**config.mk**
```make
export PLATFORM = sky130hd
export DESIGN_NAME = rcs_regs
export DESIGN_NICKNAME = d
export VERILOG_FILES = /design/src/design/rcs_pkg.sv /design/src/design/rcs_regs.sv
export SDC_FILE = /design/constraint.sdc
export NUM_CORES = 1
export LEC_CHECK = 0
export ABC_AREA = 1
export BUFFER_PORTS_ARGS = -buffer_cell sky130_fd_sc_hd__buf_4
export CAP_MARGIN = 10
export CORE_ASPECT_RATIO = 0.75
export CORE_UTILIZATION = 57
export DETAILED_ROUTE_END_ITERATION = 8
export PLACE_DENSITY = 0.77
export RECOVER_POWER = 100
export SYNTH_ARGS = -nofsm -noshare
export SYNTH_HDL_FRONTEND = slang
export SYNTH_SLANG_ARGS = --single-unit
```
**constraint.sdc**
```tcl
create_clock -name clk -period 2.59 [get_ports clk]
set_input_delay 0 -clock clk [delete_from_list [all_inputs] [get_ports clk]]
set_output_delay 0 -clock clk [all_outputs]
set_load 0.05 [all_outputs]
```
**src/design/rcs_pkg.sv**
```systemverilog
package rcs_pkg;
    // register offsets
    localparam logic [7:0] RCS_OFS_CTRL = 8'h01;
    localparam logic [7:0] RCS_OFS_FLAGS = 8'h02;
    localparam logic [7:0] RCS_OFS_IDENT = 8'h03;
    localparam logic [7:0] RCS_OFS_LVL_LO = 8'h04;
    localparam logic [7:0] RCS_OFS_LVL_HI = 8'h05;
    // serial target address
    localparam logic [6:0] RCS_TARGET_ADDR = 7'h75;
    // reset values
    localparam logic [6:0] RCS_CTRL_RST = 7'h00;
    localparam logic [6:0] RCS_LVL_LO_RST = 7'h33;
    localparam logic [6:0] RCS_LVL_HI_RST = 7'h39;
    // identity fields: maker value arbitrary, revisions arbitrary
    localparam logic [3:0] RCS_MAKER_CODE = 4'h5;
    localparam logic [1:0] RCS_REV_MAJOR = 2'h1;
    localparam logic [1:0] RCS_REV_MINOR = 2'h1;
    // control field positions
    localparam int RCS_CTRL_SLEW_LSB = 5;
    localparam int RCS_CTRL_QUIET_BIT = 4;
    localparam int RCS_CTRL_FFIX_BIT = 3;
    localparam int RCS_CTRL_RAMPFIX_BIT = 2;
    // ramp timing: one 25 mV code step at each ramp rate
    localparam int RCS_CLK_HZ = 20_000_000;
    localparam int RCS_STEP_UV = 25_000;
    localparam int RCS_RATE0_UV_PER_MS = 1_000_000;
    localparam int RCS_RATE1_UV_PER_MS = 2_500_000;
    localparam int RCS_RATE2_UV_PER_MS = 5_000_000;
    localparam int RCS_RATE3_UV_PER_MS = 10_000_000;
    localparam int RCS_STEP_CYC0 = RCS_CLK_HZ / 1000 * RCS_STEP_UV / RCS_RATE0_UV_PER_MS;
    localparam int RCS_STEP_CYC1 = RCS_CLK_HZ / 1000 * RCS_STEP_UV / RCS_RATE1_UV_PER_MS;
    localparam int RCS_STEP_CYC2 = RCS_CLK_HZ / 1000 * RCS_STEP_UV / RCS_RATE2_UV_PER_MS;
    localparam int RCS_STEP_CYC3 = RCS_CLK_HZ / 1000 * RCS_STEP_UV / RCS_RATE3_UV_PER_MS;

    typedef enum logic [1:0] {
        RCS_SLEW_HIGH = 2'b00,
        RCS_SLEW_MED = 2'b01,
        RCS_SLEW_LOW = 2'b10,
        RCS_SLEW_VLOW = 2'b11
    } rcs_slew_t;

    // fault inputs from the analog side
    typedef struct packed {
        logic hot_die_flag;
        logic undervoltage_flag;
        logic overcurrent_flag;
        logic thermal_shutdown_flag;
        logic power_not_good_flag;
    } rcs_faults_t;

    // decoded operating controls
    typedef struct packed {
        rcs_slew_t sda_slew;
        logic quiet_mode;
        logic forced_fixed_freq;
        logic ramped_fixed_freq;
        logic [1:0] voltage_scaling_ramp_rate;
    } rcs_ctrl_t;
endpackage

```
**src/design/rcs_regs.sv**
```systemverilog
`timescale 1ns/1ps
// Overview of operation
// - slew bits 6:5 pick pull-down slew
// - bit 4 enables audible-band avoidance
// - bit 3 forces fixed-frequency operation
// - bit 2 enables ramped fixed-frequency operation
// - bits 1:0 select ramp rate
// - status bit 4 shows hot die
// - status bit 3 shows undervoltage
// - status bit 2 shows overcurrent
// - status bit 1 shows thermal shutdown
// - status bit 0 one means power not good
// - identity upper bits hold maker code
// - identity bits 3:2 major revision
// - identity bits 1:0 minor revision
// - low-select target resets to 3.3 V
// - high-select target resets to 3.45 V
// - code steps 25 mV from 2.025 V
// - reserved bits read zero
// - device answers at address 1110101
module rcs_regs
    import rcs_pkg::*;
(
    input wire logic clk,
    input wire logic rst_b,
    input wire logic clk_en,
    input wire logic [6:0] bus_dev_addr,
    input wire logic bus_wr,
    input wire logic bus_rd,
    input wire logic [7:0] bus_reg_addr,
    input wire logic [7:0] bus_wdata,
    output logic [7:0] bus_rdata,
    output logic bus_ack,
    input wire logic level_select_pin,
    input wire rcs_pkg::rcs_faults_t faults,
    output rcs_pkg::rcs_ctrl_t ctrl,
    output logic [6:0] level_code
);
    import rcs_pkg::*;

    logic [6:0] ctrl_r;
    logic [6:0] lvl_lo_r;
    logic [6:0] lvl_hi_r;
    logic [4:0] flags_r;
    logic [7:0] rdata_r;
    logic [6:0] level_r;
    logic [19:0] step_cnt_r;
    logic [19:0] step_len;
    logic [6:0] target;
    logic hit;

    // read mux decoding, used only by the bus read path
    function automatic logic [7:0] rcs_read(input logic [7:0] a, input logic [6:0] c,
        input logic [4:0] f, input logic [6:0] lo, input logic [6:0] hi);
        logic [7:0] v;
        v = 8'h00;
        unique case (a)
            RCS_OFS_CTRL: v = {1'b0, c};
            RCS_OFS_FLAGS: v = {3'b000, f};
            RCS_OFS_IDENT: v = {RCS_MAKER_CODE, RCS_REV_MAJOR, RCS_REV_MINOR};
            RCS_OFS_LVL_LO: v = {1'b0, lo};
            RCS_OFS_LVL_HI: v = {1'b0, hi};
            default: v = 8'h00;
        endcase
        return v;
    endfunction

    // address match on the serial target
    assign hit = (bus_dev_addr == RCS_TARGET_ADDR);

    // writable registers; bit 7 and read-only offsets are dropped
    always_ff @(posedge clk or negedge rst_b) begin
        if (!rst_b) begin
            ctrl_r <= RCS_CTRL_RST;
            lvl_lo_r <= RCS_LVL_LO_RST;
            lvl_hi_r <= RCS_LVL_HI_RST;
        end else if (clk_en && hit && bus_wr) begin
            if (bus_reg_addr == RCS_OFS_CTRL) begin
                ctrl_r <= bus_wdata[6:0];
            end
            if (bus_reg_addr == RCS_OFS_LVL_LO) begin
                lvl_lo_r <= bus_wdata[6:0];
            end
            if (bus_reg_addr == RCS_OFS_LVL_HI) begin
                lvl_hi_r <= bus_wdata[6:0];
            end
        end
    end

    // live fault flags captured each clock-enabled cycle
    always_ff @(posedge clk or negedge rst_b) begin
        if (!rst_b) begin
            flags_r <= 5'h00;
        end else if (clk_en) begin
            flags_r <= faults;
        end
    end

    // registered read data
    always_ff @(posedge clk or negedge rst_b) begin
        if (!rst_b) begin
            rdata_r <= 8'h00;
        end else if (clk_en && hit && bus_rd) begin
            rdata_r <= rcs_read(bus_reg_addr, ctrl_r, flags_r, lvl_lo_r, lvl_hi_r);
        end
    end

    assign bus_rdata = rdata_r;
    assign bus_ack = hit && (bus_wr || bus_rd);

    // control field breakout
    assign ctrl.sda_slew = rcs_slew_t'(ctrl_r[RCS_CTRL_SLEW_LSB +: 2]);
    assign ctrl.quiet_mode = ctrl_r[RCS_CTRL_QUIET_BIT];
    assign ctrl.forced_fixed_freq = ctrl_r[RCS_CTRL_FFIX_BIT];
    assign ctrl.ramped_fixed_freq = ctrl_r[RCS_CTRL_RAMPFIX_BIT];
    assign ctrl.voltage_scaling_ramp_rate = ctrl_r[1:0];

    // active target and per-step cycle count
    assign target = level_select_pin ? lvl_hi_r : lvl_lo_r;
    always_comb begin
        unique case (ctrl_r[1:0])
            2'b00: step_len = 20'(RCS_STEP_CYC0);
            2'b01: step_len = 20'(RCS_STEP_CYC1);
            2'b10: step_len = 20'(RCS_STEP_CYC2);
            2'b11: step_len = 20'(RCS_STEP_CYC3);
        endcase
    end

    // ramp the output code one 25 mV step per interval
    always_ff @(posedge clk or negedge rst_b) begin
        if (!rst_b) begin
            level_r <= RCS_LVL_LO_RST;
            step_cnt_r <= 20'h00000;
        end else if (clk_en) begin
            if (level_r == target) begin
                step_cnt_r <= 20'h00000;
            end else if (step_cnt_r >= step_len - 20'h00001) begin
                step_cnt_r <= 20'h00000;
                level_r <= (level_r < target) ? level_r + 7'h01 : level_r - 7'h01;
            end else begin
                step_cnt_r <= step_cnt_r + 20'h00001;
            end
        end
    end
    assign level_code = level_r;

    property p_reserved_zero;
        @(posedge clk) disable iff (!rst_b) bus_rdata[7] == 1'b0 || $past(bus_reg_addr) == RCS_OFS_IDENT;
    endproperty
    a_reserved_zero: assert property (p_reserved_zero) else $error("reserved bit set");

    property p_ident;
        @(posedge clk) disable iff (!rst_b) clk_en && hit && bus_rd && bus_reg_addr == RCS_OFS_IDENT
            |=> bus_rdata == {RCS_MAKER_CODE, RCS_REV_MAJOR, RCS_REV_MINOR};
    endproperty
    a_ident: assert property (p_ident) else $error("identity mismatch");

    property p_flags;
        @(posedge clk) disable iff (!rst_b) clk_en |=> flags_r == $past(faults);
    endproperty
    a_flags: assert property (p_flags) else $error("fault flag lost");

    property p_ctrl_wr;
        @(posedge clk) disable iff (!rst_b) clk_en && hit && bus_wr && bus_reg_addr == RCS_OFS_CTRL
            |=> ctrl_r == $past(bus_wdata[6:0]);
    endproperty
    a_ctrl_wr: assert property (p_ctrl_wr) else $error("control write missed");

    property p_ro_ignored;
        @(posedge clk) disable iff (!rst_b) bus_wr && bus_reg_addr != RCS_OFS_CTRL
            |=> $stable(ctrl_r);
    endproperty
    a_ro_ignored: assert property (p_ro_ignored) else $error("stray control write");

    property p_addr;
        @(posedge clk) disable iff (!rst_b) bus_ack |-> bus_dev_addr == 7'h75;
    endproperty
    a_addr: assert property (p_addr) else $error("ack on wrong address");

    property p_ramp_step;
        @(posedge clk) disable iff (!rst_b) !$stable(level_r) |->
            (level_r == $past(level_r) + 7'h01) || (level_r == $past(level_r) - 7'h01);
    endproperty
    a_ramp_step: assert property (p_ramp_step) else $error("ramp jumped");

    property p_ramp_dir;
        @(posedge clk) disable iff (!rst_b) $past(clk_en) && !$stable(level_r) && $stable(target)
            |-> (level_r > $past(level_r)) == (target > $past(level_r));
    endproperty
    a_ramp_dir: assert property (p_ramp_dir) else $error("ramp wrong way");

    // control fields on the port follow the written byte
    property p_slew_wr;
        @(posedge clk) disable iff (!rst_b) clk_en && hit && bus_wr && bus_reg_addr == RCS_OFS_CTRL
            |=> ctrl.sda_slew == $past(bus_wdata[RCS_CTRL_SLEW_LSB +: 2]);
    endproperty
    a_slew_wr: assert property (p_slew_wr) else $error("slew field wrong");

    property p_quiet_wr;
        @(posedge clk) disable iff (!rst_b) clk_en && hit && bus_wr && bus_reg_addr == RCS_OFS_CTRL
            |=> ctrl.quiet_mode == $past(bus_wdata[RCS_CTRL_QUIET_BIT]);
    endproperty
    a_quiet_wr: assert property (p_quiet_wr) else $error("quiet bit wrong");

    property p_ffix_wr;
        @(posedge clk) disable iff (!rst_b) clk_en && hit && bus_wr && bus_reg_addr == RCS_OFS_CTRL
            |=> ctrl.forced_fixed_freq == $past(bus_wdata[RCS_CTRL_FFIX_BIT]);
    endproperty
    a_ffix_wr: assert property (p_ffix_wr) else $error("forced bit wrong");

    property p_rampfix_wr;
        @(posedge clk) disable iff (!rst_b) clk_en && hit && bus_wr && bus_reg_addr == RCS_OFS_CTRL
            |=> ctrl.ramped_fixed_freq == $past(bus_wdata[RCS_CTRL_RAMPFIX_BIT]);
    endproperty
    a_rampfix_wr: assert property (p_rampfix_wr) else $error("ramped bit wrong");

    property p_rate_wr;
        @(posedge clk) disable iff (!rst_b) clk_en && hit && bus_wr && bus_reg_addr == RCS_OFS_CTRL
            |=> ctrl.voltage_scaling_ramp_rate == $past(bus_wdata[1:0]);
    endproperty
    a_rate_wr: assert property (p_rate_wr) else $error("ramp rate wrong");

    // each status bit tracks its own fault input
    property p_hot_die;
        @(posedge clk) disable iff (!rst_b) clk_en |=> flags_r[4] == $past(faults.hot_die_flag);
    endproperty
    a_hot_die: assert property (p_hot_die) else $error("hot die bit wrong");

    property p_uv;
        @(posedge clk) disable iff (!rst_b) clk_en |=> flags_r[3] == $past(faults.undervoltage_flag);
    endproperty
    a_uv: assert property (p_uv) else $error("undervoltage bit wrong");

    property p_oc;
        @(posedge clk) disable iff (!rst_b) clk_en |=> flags_r[2] == $past(faults.overcurrent_flag);
    endproperty
    a_oc: assert property (p_oc) else $error("overcurrent bit wrong");

    property p_tsd;
        @(posedge clk) disable iff (!rst_b) clk_en |=> flags_r[1] == $past(faults.thermal_shutdown_flag);
    endproperty
    a_tsd: assert property (p_tsd) else $error("thermal bit wrong");

    property p_png;
        @(posedge clk) disable iff (!rst_b) clk_en |=> flags_r[0] == $past(faults.power_not_good_flag);
    endproperty
    a_png: assert property (p_png) else $error("power bit wrong");

    property p_flags_rd;
        @(posedge clk) disable iff (!rst_b) clk_en && hit && bus_rd && bus_reg_addr == RCS_OFS_FLAGS
            |=> bus_rdata == {3'b000, $past(flags_r)};
    endproperty
    a_flags_rd: assert property (p_flags_rd) else $error("status read wrong");

    // identity and level registers on the read and write paths
    property p_rev_major;
        @(posedge clk) disable iff (!rst_b) clk_en && hit && bus_rd && bus_reg_addr == RCS_OFS_IDENT
            |=> bus_rdata[3:2] == RCS_REV_MAJOR;
    endproperty
    a_rev_major: assert property (p_rev_major) else $error("major revision wrong");

    property p_rev_minor;
        @(posedge clk) disable iff (!rst_b) clk_en && hit && bus_rd && bus_reg_addr == RCS_OFS_IDENT
            |=> bus_rdata[1:0] == RCS_REV_MINOR;
    endproperty
    a_rev_minor: assert property (p_rev_minor) else $error("minor revision wrong");

    property p_lo_wr;
        @(posedge clk) disable iff (!rst_b) clk_en && hit && bus_wr && bus_reg_addr == RCS_OFS_LVL_LO
            |=> lvl_lo_r == $past(bus_wdata[6:0]);
    endproperty
    a_lo_wr: assert property (p_lo_wr) else $error("low target write missed");

    property p_hi_wr;
        @(posedge clk) disable iff (!rst_b) clk_en && hit && bus_wr && bus_reg_addr == RCS_OFS_LVL_HI
            |=> lvl_hi_r == $past(bus_wdata[6:0]);
    endproperty
    a_hi_wr: assert property (p_hi_wr) else $error("high target write missed");

    property p_lvl_top;
        @(posedge clk) disable iff (!rst_b) clk_en && hit && bus_rd
            && (bus_reg_addr == RCS_OFS_LVL_LO || bus_reg_addr == RCS_OFS_LVL_HI) |=> !bus_rdata[7];
    endproperty
    a_lvl_top: assert property (p_lvl_top) else $error("level bit 7 set");

    property p_unmapped;
        @(posedge clk) disable iff (!rst_b) clk_en && hit && bus_rd
            && (bus_reg_addr == 8'h00 || bus_reg_addr > RCS_OFS_LVL_HI) |=> bus_rdata == 8'h00;
    endproperty
    a_unmapped: assert property (p_unmapped) else $error("unmapped read not zero");

    property p_ramp_hold;
        @(posedge clk) disable iff (!rst_b) clk_en && level_r == target |=> $stable(level_r);
    endproperty
    a_ramp_hold: assert property (p_ramp_hold) else $error("level moved at target");

    property p_freeze;
        @(posedge clk) disable iff (!rst_b) !clk_en |=> $stable(level_r) && $stable(ctrl_r)
            && $stable(lvl_lo_r) && $stable(lvl_hi_r) && $stable(bus_rdata);
    endproperty
    a_freeze: assert property (p_freeze) else $error("state moved while frozen");

    property p_lo_ro;
        @(posedge clk) disable iff (!rst_b) bus_wr && bus_reg_addr != RCS_OFS_LVL_LO
            |=> $stable(lvl_lo_r);
    endproperty
    a_lo_ro: assert property (p_lo_ro) else $error("stray low target write");

    property p_hi_ro;
        @(posedge clk) disable iff (!rst_b) bus_wr && bus_reg_addr != RCS_OFS_LVL_HI
            |=> $stable(lvl_hi_r);
    endproperty
    a_hi_ro: assert property (p_hi_ro) else $error("stray high target write");

    property p_ack_strobe;
        @(posedge clk) disable iff (!rst_b) bus_ack |-> bus_wr || bus_rd;
    endproperty
    a_ack_strobe: assert property (p_ack_strobe) else $error("ack without strobe");

    property p_rdata_hold;
        @(posedge clk) disable iff (!rst_b) !(clk_en && hit && bus_rd) |=> $stable(bus_rdata);
    endproperty
    a_rdata_hold: assert property (p_rdata_hold) else $error("read byte changed");

    c_ctrl_wr: cover property (@(posedge clk) hit && bus_wr && bus_reg_addr == RCS_OFS_CTRL);
    c_ramp_down: cover property (@(posedge clk) level_r == $past(level_r) - 7'h01);
    c_hot_die: cover property (@(posedge clk) flags_r[4]);
    c_ramp_up: cover property (@(posedge clk) level_r == $past(level_r) + 7'h01);
    c_pin_flip: cover property (@(posedge clk) $rose(level_select_pin));
endmodule

```
After elaboration in Yosys (flattened, before gate mapping):

Cells that the tools add are included.

* register bits: 61
* latch bits: 0
* RAM bits: 0
* memory bits (read-only): 0
* output and inout bits: 23
* word-level logic and storage cells: 40
* memories kept: 0

* $add $sub $neg: 4
* $mul: 0
* divide/modulo/power cells: 0
* order comparisons: 2
* equality and inequality tests: 10
* shifts and indexed selects: 0
* muxes and demuxes: 6
* bitwise gates (word level): 1
* reductions and logical operators: 10

Operators by type and width (count)
* case mux 20 bit (4 select lines): 1
* 2-to-1 mux 20 bit: 2
* case mux 7 bit (5 select lines): 1
* adder 20 x 1 -> 20 bit (second input constant): 1
* greater-or-equal comparator 20 bit: 1
* subtractor 20 x 1 -> 20 bit (second input constant): 1
* equality test 8 x 2 -> 1 bit (second input constant): 2
* equality test 8 x 3 -> 1 bit (second input constant): 2
* 2-to-1 mux 7 bit: 2
* equality test 8 x 1 -> 1 bit (second input constant): 1
* adder 7 x 1 -> 7 bit (second input constant): 1
* equality test 7 bit: 1
* equality test 7 bit (second input constant): 1
* less-than comparator 7 bit: 1
* subtractor 7 x 1 -> 7 bit (second input constant): 1
* AND reduction 2 bit: 3
* equality test 2 bit (second input constant): 2
* logical AND 1 bit: 4
* AND reduction 3 bit: 1
* equality test 2 x 1 -> 1 bit (second input constant): 1
* zero test 2 bit: 1
* logical OR 1 bit: 1
* inverter 1 bit: 1

Longest topological paths before layout:

* depth in word-level cells: 6
* gate-level depth with buffers: 18

Worst setup path after synthesis:

Ideal clock, no wire load.

* kind: flip-flop to flip-flop
* from: register level_r[6], in the netlist level_code[6]
* to: register level_r[6], in the netlist level_code[6]
* library setup time: 0.118 ns
* data arrival time: 2.327 ns
* data required time: 2.472 ns
* setup slack: 0.145 ns
* stages on the path, launching flop included: 15
* path buffers: 0
* path through: dfrtp_1 -> ha_1 -> nand2_1 -> inv_1 -> a21oi_1 -> nand2_1 -> ha_1 -> a21oi_1 -> o21ai_0 -> nor2_1 -> inv_1 -> nand2_1 -> nand2_1 -> nand2_1 -> nand2_1

* word-level cells in the longest chain between the ends: 3
* elaborated cells on any way between the ends: 7

RTL lines
* start, declared: RTL line rcs_regs.sv:46 `logic [6:0] level_r;`
* start signal, assigned: RTL line rcs_regs.sv:139 `level_r <= (level_r < target) ? level_r + 7'h01 : level_r - 7'h01;`
* parallel branches: the longest is 3 deep, another holds subtractor 7 x 1 -> 7 bit

Several ways; the timed one is not identified.
A chain may end at the register's enable or synchronous reset.

Worst setup path after layout:

* from: register lvl_hi_r[4]
* to: register level_r[4], in the netlist level_code[4]

* word-level cells in the longest chain between the ends: 4
* elaborated cells on any way between the ends: 6

RTL lines
* start, declared: RTL line rcs_regs.sv:43 `logic [6:0] lvl_hi_r;`
* start signal, assigned: RTL line rcs_regs.sv:85 `lvl_hi_r <= bus_wdata[6:0];`
* 2-to-1 mux 7 bit *: RTL line rcs_regs.sv:119 `assign target = level_select_pin ? lvl_hi_r : lvl_lo_r;`
* parallel branches: the longest is 3 deep, another holds less-than comparator 7 bit

Mark *: on every way between the ends.

==> impl_summary.log <==
INFO  metric post_route_clock_skew = 0.0122 ns
INFO  metric yosysSeqAreaShare = 0.417
INFO  metric post_drt_wl_per_cell = between 10 and 15 um
INFO  metric floorplan.io_pins = 57
INFO  metric synth_warnings = 0
INFO  metric power.density_cell_area = between 700 and 800 nW/um^2
INFO  metric cts-buffers-inserted = 9
INFO  metric cts.htree.levels = 3
INFO  metric clock_insertion_delay_worst_skew = roughly 0.34 ns
INFO  metric critical-path-top-delay-family = adder cells
INFO  metric worst-path-buf-inv = 2
INFO  metric cp-end-kind = register
INFO  metric report.final.slew_viol_count = 0
INFO  metric detail-route-antenna-nets = 0
INFO  metric grt_antenna_before_repair = 0
INFO  metric synthCells = 443
INFO  metric maxCapViolations = 0
INFO  metric clockRootBuffer = sky130_fd_sc_hd__clkbuf_8
INFO  metric finalWeightedCongestion = around 0.9
INFO  metric std_cell_rows = 24
INFO  metric worst_slew_margin_rel = 0.0179
INFO  metric report.final.hold_viol_count = 0
INFO  metric finalNetCount = 583
INFO  metric final_cells = between 600 and 700
INFO  metric dpl.hpwl = 6.01 mm
INFO  metric postPlaceCellArea = between 4000 and 5000 um^2
INFO  metric finalSetupViolations = 0
INFO  metric status = finished, final reports clean
INFO  metric maximum_number_of_pins_on_one_net_before_global_route_repair = around 60
INFO  metric drc = 0
INFO  metric postSynthNetCount = ~510
INFO  metric yosys.cell_count.top_type = sky130_fd_sc_hd__nand2_1
INFO  metric p_leak = ~2.3 nW
INFO  metric first_global_vias = 3,052
INFO  metric effective_utilization_at_floorplan = 0.609
INFO  metric grt_remaining_overflow = 0
INFO  metric die_area = approximately 6700 um^2
INFO  metric share_of_cells_above_drive_strength_1 = 0.203
INFO  metric count_of_placed_standard_cells_including_taps = 567
INFO  metric synth_edf_count = 0
INFO  metric syn2layout_area_growth = 21.7%
INFO  metric drt_first_pass_iters = 4
INFO  metric drt_iter0_drc = approximately 140
INFO  metric asyncSetResetFlopFracSynth = 1.00
INFO  metric worstMarginPinSlew = ~1.5 ns
INFO  metric track_usage = 0.279
INFO  metric crit_chain = inv_2 -> nand2_2 -> o21ai_2 -> ha_1 -> nand2_1 -> nor2_2 -> nand2_2 -> nand2_4 -> inv_1 -> fa_2 -> o21ai_2 -> xnor2_1 -> o21ai_0
INFO  metric power.ir.vdd_worst = between 700 and 800 uV
INFO  metric worstHoldPathCells = 5
INFO  metric worst-setup-path-type = register to register
INFO  metric fmax = slightly below 0.4 GHz
INFO  metric cts_tree = done
INFO  metric core = 5980 um^2
INFO  metric finalPower = 0.00334 W
INFO  metric postSynthAreaPerCell = approximately 8.2 um^2
INFO  metric route.vias.total = between 3k and 4k
INFO  metric cts_sinks = 60
INFO  metric detail_route.wirelength = just under 9 mm
INFO  metric period_needed = about 2.5 ns
INFO  metric post_drt_via_cell_ratio = approximately 5.3
INFO  metric synth_top_cell_area_share = 0.330
INFO  metric ctsLongestPathBuffers = 2
INFO  metric die-height = around 70 um
INFO  metric wire_length_of_the_first_global_routing_pass = about 14 mm
INFO  metric synth.cell_area = roughly 3600 um^2
INFO  metric post_synth_main_area_contributors = sky130_fd_sc_hd__dfrtp_1 33%, sky130_fd_sc_hd__nand2_1 12%, sky130_fd_sc_hd__ha_1 9.3%, sky130_fd_sc_hd__dfstp_2 8.7%, sky130_fd_sc_hd__inv_1 5.8%
INFO  metric synth-seq-cells = 60
INFO  metric synth_flop_cell = sky130_fd_sc_hd__dfrtp_1
INFO  metric cp_slowest_cell = sky130_fd_sc_hd__dfstp_2
INFO  metric ant_diodes = 0
INFO  metric max_fanout_on_critical_path = 7
INFO  metric count_of_cell_types_in_the_netlist = 35
INFO  metric worst_path_largest_cell_delay = between 0.5 and 0.6 ns
INFO  metric worst-endpoint-arrival = about 2.8 ns
INFO  metric timing.critical_path.required = ~2.8 ns
INFO  metric critical_path_depth = 13
INFO  metric cell_area_after_layout = 4430 um^2
INFO  metric setup.worst_path.start_class = register
INFO  metric period_share = 0.982
INFO  metric hold-worst-slack = between 0.1 and 0.15 ns
INFO  metric number_of_port_buffers = 54
INFO  metric yosys.area.top_type = sky130_fd_sc_hd__dfrtp_1
INFO  metric hold_path.class = primary input to register
INFO  metric cts.clk_slew.worst_paths = around 0.070 ns
INFO  metric worst_r2r_path_depth = 13
INFO  metric die_w = around 94 um
INFO  metric synth_common_cells = 116 x sky130_fd_sc_hd__nand2_1, 56 x sky130_fd_sc_hd__inv_1, 48 x sky130_fd_sc_hd__dfrtp_1, 39 x sky130_fd_sc_hd__o21ai_0, 33 x sky130_fd_sc_hd__nand3_1
-- power by group --
group / internal, W / switching [W]
clock network: 0.000466 / 0.000372
logic: 0.000510 / 0.000777
registers: 0.00106 / 0.000149
total: 0.00204 / 0.00130
-- cells by family after synthesis --
| group | count (synthesis) | share of synthesized area |
|---|---|---|
| buffers and inverters | 69 | 0.0808 |
| AND/OR/NAND/NOR | 199 | 0.257 |
| other | 2 | 0.00206 |
| adder cells (fa/ha/maj) | 28 | 0.0984 |
| flip-flops | 60 | 0.417 |
| multiplexers | 5 | 0.0155 |
| XOR/XNOR | 12 | 0.0289 |
| AO/OA/AOI/OAI | 68 | 0.100 |
-- worst reg2reg max path: cells and delay by family, from the launching register on --
| family | cells | cell delay [ns] |
|---|---|---|
| buf+inv | 2 | 0.13 |
| compound gates | 3 | 0.44 |
| flops | 1 | 0.54 |
| simple gates | 5 | 0.55 |
| xor+xnor | 1 | 0.09 |
| fa+ha+maj | 2 | 0.71 |
-- stage by stage --
step                      TNS (ns)   util  setup slack [ns]
after CTS                        0  0.743            0.0351
after floorplan                  0      -             0.145
after global placement           0  0.683            0.0463
after detailed placement    -0.106  0.683           -0.0734
after global routing        -0.257  0.741            -0.148
final                            0  0.741            0.0457
-- state kept, by name (all words and copies together) (netlist names) --
signal,cells
bus_rdata,7
flags_r,5
ctrl,7
lvl_hi_r,7
lvl_lo_r,7
level_code,7
step_cnt_r,20
-- layout make-up --
cell class	count	area (um^2)
Multi-Input combinational cell	314	1880
Inverter	59	221
Clock buffer	11	141
Sequential cell	60	1520
Tap cell	78	97.6
Fill cell	469	1550
Clock inverter	5	52.6
Timing Repair Buffer	77	520
-- metal layers --
| layer | up-vias | global-route usage | part of all wire | wire [um] |
|---|---|---|---|---|
| li1 | 1589 | - | - | - |
| met1 | 1504 | 0.389 | 0.46 | 4020 |
| met2 | 98 | 0.436 | 0.47 | 4110 |
| met3 | 16 | 0.0548 | 0.056 | 492 |
| met4 | 0 | 0.0957 | 0.016 | 136 |
| met5 | - | 0 | 0 | 0 |
-- cell usage in the layout, fill, tap and decap left out, drive strengths merged, types with 13 or more instances in the layout --
master,n
nand2,121
ha,27
buf,39
dfrtp,48
nand3,34
nor2,32
clkbuf,36
dlygate4sd3,13
inv,59
o21ai,55
-- final timing paths --
path	startpoint	to	slack, ns
max	lvl_hi_r[4]	level_code[4]	0.05
min	bus_reg_addr[1]	bus_rdata[4]	0.10
max reg2reg	lvl_hi_r[4]	level_code[4]	0.05
max in group asynchronous	rst_b	step_cnt_r[1]	1.15
min reg2reg	bus_rdata[5]	bus_rdata[5]	0.48
min in group asynchronous	rst_b	step_cnt_r[7]	0.55
-- what timing repair did --
action / in CTS / in global routing
hold buffers: 13 / 0
endpoints found under the setup margin: 3 / 5
pin swaps: 1 / 16
gates resized for setup: 5 / 21
hold endpoints to repair: 74 / 0
buffers inserted: 1 / 7
Power figures use the tool's default switching activity.
